===== config.mk =====
export PLATFORM = sky130hd
export DESIGN_NAME = eiu_top
export DESIGN_NICKNAME = d
export VERILOG_FILES = /design/src/eiu_pkg.sv /design/src/eiu_sync.sv /design/src/eiu_trig.sv /design/src/eiu_top.sv
export VERILOG_INCLUDE_DIRS = /design/src
export SDC_FILE = /design/constraint.sdc
export NUM_CORES = 1
export LEC_CHECK = 0
export ABC_AREA = 0
export BUFFER_PORTS_ARGS = -buffer_cell sky130_fd_sc_hd__buf_2
export CORE_MARGIN = 2
export CORE_UTILIZATION = 40
export CTS_BUF_LIST = sky130_fd_sc_hd__clkbuf_8 sky130_fd_sc_hd__clkbuf_16
export CTS_CLUSTER_SIZE = 8
export DETAILED_ROUTE_END_ITERATION = 7
export SETUP_SLACK_MARGIN = 0.3
export SYNTH_ARGS = -nofsm -noshare
export SYNTH_HDL_FRONTEND = slang
export SYNTH_SLANG_ARGS = --single-unit

===== constraint.sdc =====
create_clock -name mclk -period 4.85 [get_ports mclk]
set_input_delay 0.7275 -clock mclk [delete_from_list [all_inputs] [get_ports mclk]]
set_output_delay 0.7275 -clock mclk [all_outputs]
set_load 0.1 [all_outputs]

===== src/eiu_defines.svh =====
// Register offsets, field positions and reset values of the external pin interrupt unit
`ifndef EIU_DEFINES_SVH
`define EIU_DEFINES_SVH

`define EIU_ADDR_W             6
`define EIU_ADDR_MCU_CONTROL   6'h35
`define EIU_ADDR_GIM           6'h3B
`define EIU_ADDR_FLAGS         6'h3A
`define EIU_ADDR_PC_MASK_A     6'h23
`define EIU_ADDR_PC_MASK_B     6'h22

`define EIU_MCU_CONTROL_RST    8'h00
`define EIU_MCU_CONTROL_WMASK  8'h7B
`define EIU_GIM_RST            8'h00
`define EIU_GIM_WMASK          8'hF0
`define EIU_PC_MASK_A_RST      8'hC8
`define EIU_PC_MASK_B_RST      8'hFF

`define EIU_BIT_PIN_B          7
`define EIU_BIT_PIN_A          6
`define EIU_BIT_PC_HI          5
`define EIU_BIT_PC_LO          4
`define EIU_BIT_PC_FLAG        5
`define EIU_BIT_PULLUP_DIS     6
`define EIU_BIT_SLEEP_EN       5
`define EIU_BIT_SLEEP_MODE_HI  4
`define EIU_BIT_SLEEP_MODE_LO  3
`define EIU_BIT_SENSE_HI       1
`define EIU_BIT_SENSE_LO       0

`define EIU_PC_LO_GROUP        16'h0F00

`endif


===== src/eiu_pkg.sv =====
// Types shared by the external pin interrupt unit
package eiu_pkg;

  typedef enum logic [1:0] {
    EIU_SENSE_LOW  = 2'h0,
    EIU_SENSE_ANY  = 2'h1,
    EIU_SENSE_FALL = 2'h2,
    EIU_SENSE_RISE = 2'h3
  } eiu_sense_t;

  typedef struct packed {
    logic [7:0]  mcu_control;
    logic [7:0]  gim;
    logic [1:0]  ext_flag;
    logic        pc_flag;
    logic [15:0] pc_mask;
    logic [1:0]  ext_prev;
    logic [15:0] pc_prev;
    logic        prev_valid;
    logic [7:0]  rdata;
  } eiu_state_t;

endpackage : eiu_pkg


===== src/eiu_sync.sv =====
// Three-stage pin synchroniser with agreement filter
module eiu_sync #(
  parameter int W = 1
) (
  input  wire logic         mclk,
  input  wire logic         rst_n,
  input  wire logic [W-1:0] din,
  output logic      [W-1:0] dout,
  output logic              settled
);

  typedef struct packed {
    logic [W-1:0] s1;
    logic [W-1:0] s2;
    logic [W-1:0] s3;
    logic [W-1:0] filt;
    logic [1:0]   cnt;
  } eiu_sync_t;

  eiu_sync_t st;
  eiu_sync_t next_st;

  always_comb begin
    next_st    = st;
    next_st.s1 = din;
    next_st.s2 = st.s1;
    next_st.s3 = st.s2;
    // A bit only moves once stages two and three agree
    for (int i = 0; i < W; i++) begin
      if (st.s2[i] == st.s3[i]) begin
        next_st.filt[i] = st.s3[i];
      end
    end
    // Until the count fills, the filter tracks stage two so no false edge follows reset
    if (st.cnt != 2'h3) begin
      next_st.cnt  = st.cnt + 2'h1;
      next_st.filt = st.s2;
    end
  end

  always_ff @(posedge mclk) begin
    if (!rst_n) begin
      st <= '0;
    end else begin
      st <= next_st;
    end
  end

  assign dout    = st.filt;
  assign settled = (st.cnt == 2'h3);

endmodule : eiu_sync


===== src/eiu_trig.sv =====
// Sense decoder for one dedicated interrupt pin
module eiu_trig (
  input  wire logic [1:0] sense,
  input  wire logic       cur,
  input  wire logic       prev,
  output logic            hit,
  output logic            level_mode
);

  always_comb begin
    hit        = 1'b0;
    level_mode = 1'b0;
    unique case (eiu_pkg::eiu_sense_t'(sense))
      eiu_pkg::EIU_SENSE_LOW: begin
        level_mode = 1'b1;
        hit        = ~cur;
      end
      eiu_pkg::EIU_SENSE_ANY: begin
        hit = cur ^ prev;
      end
      eiu_pkg::EIU_SENSE_FALL: begin
        hit = prev & ~cur;
      end
      eiu_pkg::EIU_SENSE_RISE: begin
        hit = cur & ~prev;
      end
    endcase
  end

endmodule : eiu_trig


===== src/eiu_top.sv =====
// External pin interrupt unit: dedicated pins, pin-change inputs and control registers
//
// Notes on behaviour
// Pins trigger even when driven as outputs.
// Any enabled pin-change input toggle requests.
// Pin-change wake detected without a clock.
// Dedicated pin edges need the running clock.
// Low level on pin A wakes clocklessly.
// Level mode requests while pin stays low.
// Level must outlast start-up to interrupt.
// Sense codes: low, change, fall, rise.
// Pins sampled before edge detection.
// Source holds low through current instruction.
// Request needs global flag and mask.
// Mask bit 7 enables pin B.
// Mask bit 6 enables pin A.
// Mask bit 5 enables inputs 7:0, 15:12.
// Mask bit 4 enables inputs 11:8.
// Each pin-change input individually masked.
// Mask bits 3:0 read zero.
// Control register layout with zero bits.
// Dedicated flags set, cleared, held clear.
// Pin-change flag set, cleared by handler/write.
// Synchronise pins, keep async wake path.
//
// The strobed register port was chosen for this implementation.
`include "eiu_defines.svh"

module eiu_top (
  input  wire logic                  mclk,
  input  wire logic                  rst_n,
  input  wire logic [`EIU_ADDR_W-1:0] addr,
  input  wire logic [7:0]            wdata,
  input  wire logic                  wr,
  input  wire logic                  rd,
  output logic      [7:0]            rdata,
  input  wire logic                  ext_irq_pin_a,
  input  wire logic                  ext_irq_pin_b,
  input  wire logic [15:0]           pin_change_inputs,
  input  wire logic                  global_int_enable,
  input  wire logic                  ack_pin_a,
  input  wire logic                  ack_pin_b,
  input  wire logic                  ack_pin_change,
  output logic                       irq_pin_a,
  output logic                       irq_pin_b,
  output logic                       irq_pin_change,
  output logic                       wake_req,
  output logic                       pullup_disable,
  output logic                       sleep_enable,
  output logic                       sleep_mode_hi,
  output logic                       sleep_mode_lo
);

  eiu_pkg::eiu_state_t st;
  eiu_pkg::eiu_state_t next_st;

  logic [1:0]  ext_raw;
  logic [1:0]  ext_sync;
  logic        ext_settled;
  logic [15:0] pc_sync;
  logic        pc_settled;
  logic [1:0]  ext_hit;
  logic [1:0]  ext_level;
  logic [1:0]  ext_en;
  logic [1:0]  ext_ack;
  logic [1:0]  ext_req;
  logic [1:0]  sense;
  logic [15:0] pc_en;
  logic        pc_change;
  logic        pc_async_change;
  logic        wr_flags;

  assign ext_raw = {ext_irq_pin_b, ext_irq_pin_a};
  assign ext_ack = {ack_pin_b, ack_pin_a};
  assign sense   = {st.mcu_control[`EIU_BIT_SENSE_HI], st.mcu_control[`EIU_BIT_SENSE_LO]};
  assign ext_en  = {st.gim[`EIU_BIT_PIN_B], st.gim[`EIU_BIT_PIN_A]};

  // Pin values are read straight from the pad, so driving them as outputs still triggers
  eiu_sync #(
    .W (2)
  ) u_ext_sync (
    .mclk    (mclk),
    .rst_n   (rst_n),
    .din     (ext_raw),
    .dout    (ext_sync),
    .settled (ext_settled)
  );

  eiu_sync #(
    .W (16)
  ) u_pc_sync (
    .mclk    (mclk),
    .rst_n   (rst_n),
    .din     (pin_change_inputs),
    .dout    (pc_sync),
    .settled (pc_settled)
  );

  for (genvar g = 0; g < 2; g++) begin : g_ext
    eiu_trig u_trig (
      .sense      (sense),
      .cur        (ext_sync[g]),
      .prev       (st.ext_prev[g]),
      .hit        (ext_hit[g]),
      .level_mode (ext_level[g])
    );
  end

  // Group enables: bit 5 covers inputs 7:0 and 15:12, bit 4 covers 11:8
  assign pc_en = st.pc_mask
               & ((`EIU_PC_LO_GROUP & {16{st.gim[`EIU_BIT_PC_LO]}})
               | (~`EIU_PC_LO_GROUP & {16{st.gim[`EIU_BIT_PC_HI]}}));

  assign pc_change       = st.prev_valid & (|((pc_sync ^ st.pc_prev) & pc_en));
  // Clockless compare of the raw pads against the last settled value
  assign pc_async_change = st.prev_valid & (|((pin_change_inputs ^ st.pc_prev) & pc_en));

  assign wr_flags = wr & (addr == `EIU_ADDR_FLAGS);

  always_comb begin
    next_st            = st;
    next_st.rdata      = 8'h00;
    next_st.ext_prev   = ext_sync;
    next_st.pc_prev    = pc_sync;
    next_st.prev_valid = ext_settled & pc_settled;

    if (wr) begin
      unique case (addr)
        `EIU_ADDR_MCU_CONTROL: begin
          next_st.mcu_control = wdata & `EIU_MCU_CONTROL_WMASK;
        end
        `EIU_ADDR_GIM: begin
          next_st.gim = wdata & `EIU_GIM_WMASK;
        end
        `EIU_ADDR_PC_MASK_A: begin
          next_st.pc_mask[7:0] = wdata;
        end
        `EIU_ADDR_PC_MASK_B: begin
          next_st.pc_mask[15:8] = wdata;
        end
        default: begin
        end
      endcase
    end

    // Set wins over clear; level mode holds the flag at zero
    for (int i = 0; i < 2; i++) begin
      if (ext_level[i]) begin
        next_st.ext_flag[i] = 1'b0;
      end else if (st.prev_valid && ext_hit[i]) begin
        next_st.ext_flag[i] = 1'b1;
      end else if (ext_ack[i] || (wr_flags && wdata[`EIU_BIT_PIN_A + i])) begin
        next_st.ext_flag[i] = 1'b0;
      end
    end

    if (pc_change) begin
      next_st.pc_flag = 1'b1;
    end else if (ack_pin_change || (wr_flags && wdata[`EIU_BIT_PC_FLAG])) begin
      next_st.pc_flag = 1'b0;
    end

    if (rd) begin
      unique case (addr)
        `EIU_ADDR_MCU_CONTROL: begin
          next_st.rdata = st.mcu_control;
        end
        `EIU_ADDR_GIM: begin
          next_st.rdata = st.gim;
        end
        `EIU_ADDR_FLAGS: begin
          next_st.rdata = {st.ext_flag, st.pc_flag, 5'h00};
        end
        `EIU_ADDR_PC_MASK_A: begin
          next_st.rdata = st.pc_mask[7:0];
        end
        `EIU_ADDR_PC_MASK_B: begin
          next_st.rdata = st.pc_mask[15:8];
        end
        default: begin
          next_st.rdata = 8'h00;
        end
      endcase
    end
  end

  always_ff @(posedge mclk) begin
    if (!rst_n) begin
      st             <= '0;
      st.mcu_control <= `EIU_MCU_CONTROL_RST;
      st.gim         <= `EIU_GIM_RST;
      st.pc_mask     <= {`EIU_PC_MASK_B_RST, `EIU_PC_MASK_A_RST};
    end else begin
      st <= next_st;
    end
  end

  // Level mode requests straight from the synchronised pin for as long as it is low
  for (genvar g = 0; g < 2; g++) begin : g_req
    assign ext_req[g] = ext_en[g] & global_int_enable
                      & (ext_level[g] ? (st.prev_valid & ~ext_sync[g]) : st.ext_flag[g]);
  end

  assign irq_pin_a      = ext_req[0];
  assign irq_pin_b      = ext_req[1];
  assign irq_pin_change = global_int_enable & (|st.gim[`EIU_BIT_PC_HI:`EIU_BIT_PC_LO])
                        & st.pc_flag;

  // Wake needs no clock: low level on pin A or a raw pin change; level may vanish before start-up
  assign wake_req = (ext_en[0] & ext_level[0] & ~ext_irq_pin_a) | pc_async_change;

  assign rdata          = st.rdata;
  assign pullup_disable = st.mcu_control[`EIU_BIT_PULLUP_DIS];
  assign sleep_enable   = st.mcu_control[`EIU_BIT_SLEEP_EN];
  assign sleep_mode_hi  = st.mcu_control[`EIU_BIT_SLEEP_MODE_HI];
  assign sleep_mode_lo  = st.mcu_control[`EIU_BIT_SLEEP_MODE_LO];

endmodule : eiu_top


==> results.yml, run 1 <==
setup_path:
  cp-end-kind: "output port"
  reg2reg_slack_ns: 2.58
  crit_start: "st[51]"
  worstSetupEndpoint: "wake_req"
  path_class: "reg -> out"
  r2r_cells: 4
  critPathLaunchType: "flip-flop"
  cp.arrival_ns: 2.50
  worst-path-max-fanout: 27
  crit_required_ns: 4.12
  reg2reg_to: "u_pc_sync.dout[6]"
  reg2reg_from: "u_pc_sync.st[0]"
yosys:
  synthArstFlopShare_pct: 0
  synth_edf_count: 0
  yosysWarnings: 0
  synth_most_common_cell: "dfxtp_1"
  synth_area_sq_um: 5240
  avgSynthCellArea_sq_um: 9.391
  ys_seq_area_share_pct: 50.43
  synth_nets: 604
  synth_cells: 558
  yosysTopAreaCell: "dfxtp_1"
  synth_top_cell_area_share_pct: 50.43
  synthDistinctLibCells: 36
  synthTopCellsByArea: "dfxtp_1 (50%), and2_1 (9.1%), nand3_1 (6.9%)"
  synth_ff_type: "dfxtp_1"
  synth_common_cells: "dfxtp_1 (132), and2_1 (76), nand3_1 (72), nand2_1 (51), xor2_1 (32)"
  synth_seq_cells: 132
detailed_routing:
  drt-total-wl_mm: 11.68
  num_vias: 3957
  drt-initial-drc-count: 329
  viasPerCell: 5.067
  drcViolationCount: 0
  wire_per_inst_um: 14.96
  drtPass1Iterations: 4
  ant_nets: 0
floorplanning:
  coreArea_sq_um: 12720
  start_util_pct: 41.19
  die_width_um: 118.5
  die_area_sq_um: 14030
  ios: 56
  die_h_um: 118.5
  rows: 41
clock_network:
  ctsResizeCount: 0
  clock-sinks: 132
  cts.clk_slew.worst_paths_ns: 0.06
  cts-buffers-inserted: 17
  htree_levels: 4
  max-clock-path-buffers: 2
  cts_tree: "yes"
  postCtsSetupBuffers: 0
  root_buffer: "clkbuf_16"
  insertion_delay_ns: 0.42
  hold_buffers: 0
timing:
  finalCriticalPeriod_ns: 3.225
  drv_slew: 0
  skew_ns: 0.007909
  hold_violations: 0
  slew-limit-headroom_pct: 26.98
  worst_slew_pin_slew_ns: 1.095
  whs_ns: 0.4276
  rsz0062_at_grt: "false"
  max_freq_ghz: 0.3101
  setup_violations: 0
  setup_tns_ns: 0
  fin_crit_sh_pct: 66.49
pwr:
  p_leak_nw: 2.696
  seqPwrFrac_pct: 44.8
  p_per_area_nw_per_um2: 413.8
  p_switching_w: 0.0005501
  clkPwrFrac_pct: 49.9
  p_int_w: 0.001995
  swShare_pct: 21.62
  ir_drop_uv: 181.4
  power_w: 0.002545
  power_frac_comb_pct: 5.2
grt:
  grt_pass1_wl_mm: 19.30
  grt_max_degree: 72
  grt_pass1_vias: 3806
  grt-busiest-layer: "met2"
  grt_util_met2_pct: 27.96
  antenna_found_initial: 0
  met1_usage_pct: 23.17
  use_met3_pct: 4.681
  grt_usage_pct: 17.64
  grt.overflow.total: 0
worst_hold_path:
  min_path_type: "reg -> reg"
cells_and_area:
  fin_nets: 643
  drive_gt1_share_pct: 14.94
  diodes: 0
  syn2layout_area_growth_pct: 17.36
  n_fill_cell: 1278
status:
  status: "complete, no violations"
job:
  max-cap-violations: 0
place:
  hpwl_mm: 7.850
  portBuffers: 55
  globalplace.congestion: 0.7934
critical path, stage by stage (launching register included):
cell and delay [ns]:
dfxtp_1 0.61, nand3_1 0.22, nand4_1 0.11, or4_1 0.59, a32o_1 0.24, buf_2 0.29
logic make-up after synthesis:
family / count (synthesis) / synth area share (%)
flops: 132 / 50.43
fa+ha+maj: 6 / 1.433
simple gates: 234 / 24.09
mux: 3 / 0.5731
compound gates: 101 / 13.28
buf+inv: 47 / 4.346
xor+xnor: 35 / 5.850
placed cells by master (no fill, tap or decap), types with 2 or more instances in the layout:
cell and count:
a21oi_1 11, mux2i_1 3, clkbuf_8 5, clkbuf_16 17
nand2_1 51, a21boi_0 26, nand4_1 9, a222oi_1 6
a311oi_1 3, nor2b_1 2, nor2_8 2, ha_1 6
nand3_1 72, nor2_1 11, a21o_1 16, xnor2_1 3
clkinvlp_4 3, nand2b_1 3, a32o_1 2, and3_1 2
inv_1 13, bufinv_16 2, xor2_1 32, dfxtp_1 132
a22oi_1 5, buf_2 55, and2_1 76, a21boi_1 5
o21ai_0 25
through the flow:
stage          std cells  worst slack, ns  util (%)  area, sq um
2_1_floorplan        558            1.889         -         5240
3_3_place_gp         750            1.793     43.64         5552
3_5_place_dp         750            1.790     43.64         5552
4_1_cts              781            1.588     48.34         6150
5_1_grt              781            1.478     48.34         6150
6_report             781            1.625     48.34         6150
metal layers:
metal  part of all wire [%]  vias up
li1                       -     1973
met2                     45      105
met3                    6.0       18
met1                     47     1861
met4                    1.4        0
met5                      0        -
sequential cells by signal, indices dropped and copies added (netlist names):
register            cells
st                     40
u_pc_sync.next_st      32
u_pc_sync.st           18
u_pc_sync.dout         16
rdata                   8
u_ext_sync.next_st      4
u_ext_sync.st           4
ext_en                  2
sense                   2
u_ext_sync.dout         2
pullup_disable          1
sleep_enable            1
sleep_mode_hi           1
sleep_mode_lo           1
power by group through the flow:
stage	combinational, W	sequential (W)	clock (W)
after floorplan	0.0000869	0.00116	0
after global placement	0.000131	0.00116	0
after detailed placement	0.000135	0.00116	0
after CTS	0.000136	0.00114	0.00130
after global routing	0.000152	0.00114	0.00135
final	0.000134	0.00114	0.00127
worst min path at each step:
stage                                     start               endpoint  slack, ns  cells past startpoint
after floorplan           u_ext_sync.next_st[6]  u_ext_sync.next_st[4]       0.41                      1
after global placement    u_pc_sync.next_st[41]  u_pc_sync.next_st[25]       0.41                      1
after detailed placement  u_pc_sync.next_st[46]  u_pc_sync.next_st[30]       0.42                      1
after CTS                 u_pc_sync.next_st[49]  u_pc_sync.next_st[33]       0.43                      1
after global routing      u_pc_sync.next_st[40]  u_pc_sync.next_st[24]       0.44                      1
final                     u_pc_sync.next_st[49]  u_pc_sync.next_st[33]       0.43                      1
final cells by class:
class	instances	area, sq um	area share [%]
inverters	11	41.29	0.6714
multi-input cells	379	2370	38.54
well taps	172	215.2	3.499
repair buffers	56	282.8	4.598
clock buffers	22	494.2	8.037
flip-flops and latches	132	2643	42.97
clock inverters	9	103.9	1.689
Note: power is estimated with default switching activity, not from simulation.
==> run 2: changes to the inputs <==
Clock period 4.85 ns to 3.31 ns, I/O delays scaled along.
==> run 2 against run 1 <==
Clock power grew 38%. Sequential cell count stayed put. Non-clock buffer count rose by 4. Routed wire length is 1.4% lower. Worst setup slack worse by 1.1 ns. Utilization is 0.069 points lower.
==> results.yml, run 2 (synthesized netlist as in run 1, its figures left out) <==
grt:
  grt_util_met2_pct: 26.45
  grt.overflow.total: 0
  antenna_found_initial: 0
  grt_usage_pct: 17.26
  grt_max_degree: 72
  grt_pass1_vias: 3732
  met1_usage_pct: 22.91
  grt-busiest-layer: "met2"
  grt_pass1_wl_mm: 19.05
  use_met3_pct: 4.778
clock_network:
  max-clock-path-buffers: 2
  clock-sinks: 132
  htree_levels: 4
  insertion_delay_ns: 0.42
  hold_buffers: 0
  cts-buffers-inserted: 17
  root_buffer: "clkbuf_16"
  cts_tree: "yes"
  cts.clk_slew.worst_paths_ns: 0.06
timing:
  hold_violations: 0
  skew_ns: 0.006240
  worst_slack_ns: 0.5306
  setup_tns_ns: 0
  slew-limit-headroom_pct: 56.76
  whs_ns: 0.2851
  finalCriticalPeriod_ns: 2.779
  max_freq_ghz: 0.3598
  worst_slew_pin_slew_ns: 0.6462
  fin_crit_sh_pct: 83.97
  setup_violations: 0
  rsz0062_at_grt: "false"
  drv_slew: 0
floorplanning:
  die_area_sq_um: 14030
  rows: 41
  coreArea_sq_um: 12720
  ios: 56
  die_h_um: 118.5
  die_width_um: 118.5
  start_util_pct: 41.19
setup_path:
  critPathLaunchType: "flip-flop"
  worst-path-max-fanout: 19
  cp.depth: 6
  reg2reg_slack_ns: 1.92
  reg2reg_to: "u_pc_sync.dout[15]"
  crit_required_ns: 2.81
  cp_num_buf_inv: 2
  cp-end-kind: "output port"
  cp.arrival_ns: 2.28
  crit_family: "simple AND/OR/NAND/NOR gates"
  crit_chain: "buf_4 -> nand3_1 -> nand4_1 -> or4_1 -> a32o_1 -> buf_2"
  reg2reg_from: "u_pc_sync.st[0]"
  cpPeakStageDelay_ns: 0.54
  path_class: "reg -> out"
  r2r_cells: 4
  slowest_stage: "or4_1"
place:
  globalplace.congestion: 0.7717
  place_ws_ns: 0.7299
  portBuffers: 55
  hpwl_mm: 7.971
  dpl_cell_area_sq_um: 5582
worst_hold_path:
  min_path_type: "in -> reg"
  hold-path-cell-count: 2
  hold_end: "u_ext_sync.next_st[7]"
  min_from: "ext_irq_pin_b"
pwr:
  ir_drop_uv: 357.0
  p_int_w: 0.002760
  seqPwrFrac_pct: 46.2
  swShare_pct: 23.69
  p_leak_nw: 2.689
  clkPwrFrac_pct: 48.3
  p_switching_w: 0.0008568
  power_frac_comb_pct: 5.5
  p_per_area_nw_per_um2: 589.0
detailed_routing:
  num_vias: 3976
  wire_per_inst_um: 14.65
  ant_nets: 0
  drcViolationCount: 0
  drt-total-wl_mm: 11.52
  drt-initial-drc-count: 265
  drtPass1Iterations: 5
  viasPerCell: 5.059
job:
  max-cap-violations: 0
cells_and_area:
  fin_util_pct: 48.27
  fin_nets: 647
  diodes: 0
  final_common_cell: "dfxtp_1"
  syn2layout_area_growth_pct: 17.19
  final_area_sq_um: 6141
  largest_register: "st"
  largest_register_ffs: 40
  final_cell_mix: "dfxtp_1 (131), and2_1 (76), nand3_1 (72), buf_2 (55), nand2_1 (51)"
  drive_gt1_share_pct: 15.80
status:
  status: "complete, no violations"
run 2: worst max path at each step:
| stage | startpoint | end | slack (ns) |
|---|---|---|---|
| after floorplan | sense[1] | irq_pin_a | 0.60 |
| after global placement | pin_change_inputs[6] | wake_req | 0.74 |
| after detailed placement | pin_change_inputs[6] | wake_req | 0.73 |
| after CTS | st[51] | wake_req | 0.35 |
| after global routing | st[51] | wake_req | 0.44 |
| final | st[51] | wake_req | 0.53 |
run 2: worst register-to-register path, stage by stage, from the launching register on:
cell and delay, ns:
dfxtp_1 0.32, ha_1 0.21, inv_1 0.40, o21ai_0 0.17, a21boi_0 0.20
run 2: area by class of cell:
cell class                 count  area (sq um)
clock inverter                15         132.6
sequential                   132          2644
tap                          172         215.2
inverter                      11         41.29
fill                        1247          6581
timing repair buffer          60         312.8
multi-input combinational    379          2370
clock buffer                  17         425.4
run 2: what timing repair did:
action | CTS | global route
setup buffers | 0 | 0
resized for setup | 0 | 1
endpoints found under the setup margin | 0 | 1
run 2: power by group through the flow:
stage               clock network, W  logic (W)  registers [W]
floorplan                          0   0.000127        0.00170
global placement                   0   0.000194        0.00170
detailed placement                 0   0.000199        0.00171
CTS                          0.00178   0.000200        0.00167
global route                 0.00187   0.000222        0.00168
finish                       0.00175   0.000198        0.00167
run 2: metal layers:
metal / routed length, um / vias to the layer above
li1: - / 1982
met1: 5505 / 1880
met2: 5191 / 97
met3: 607 / 17
met4: 210 / 0
met5: 0 / -
run 2: stage by stage:
step	std cells	power, W
after floorplan	558	0.001825
after global placement	754	0.001896
after detailed placement	754	0.001904
after CTS	786	0.003651
after global routing	786	0.003774
final	786	0.003617
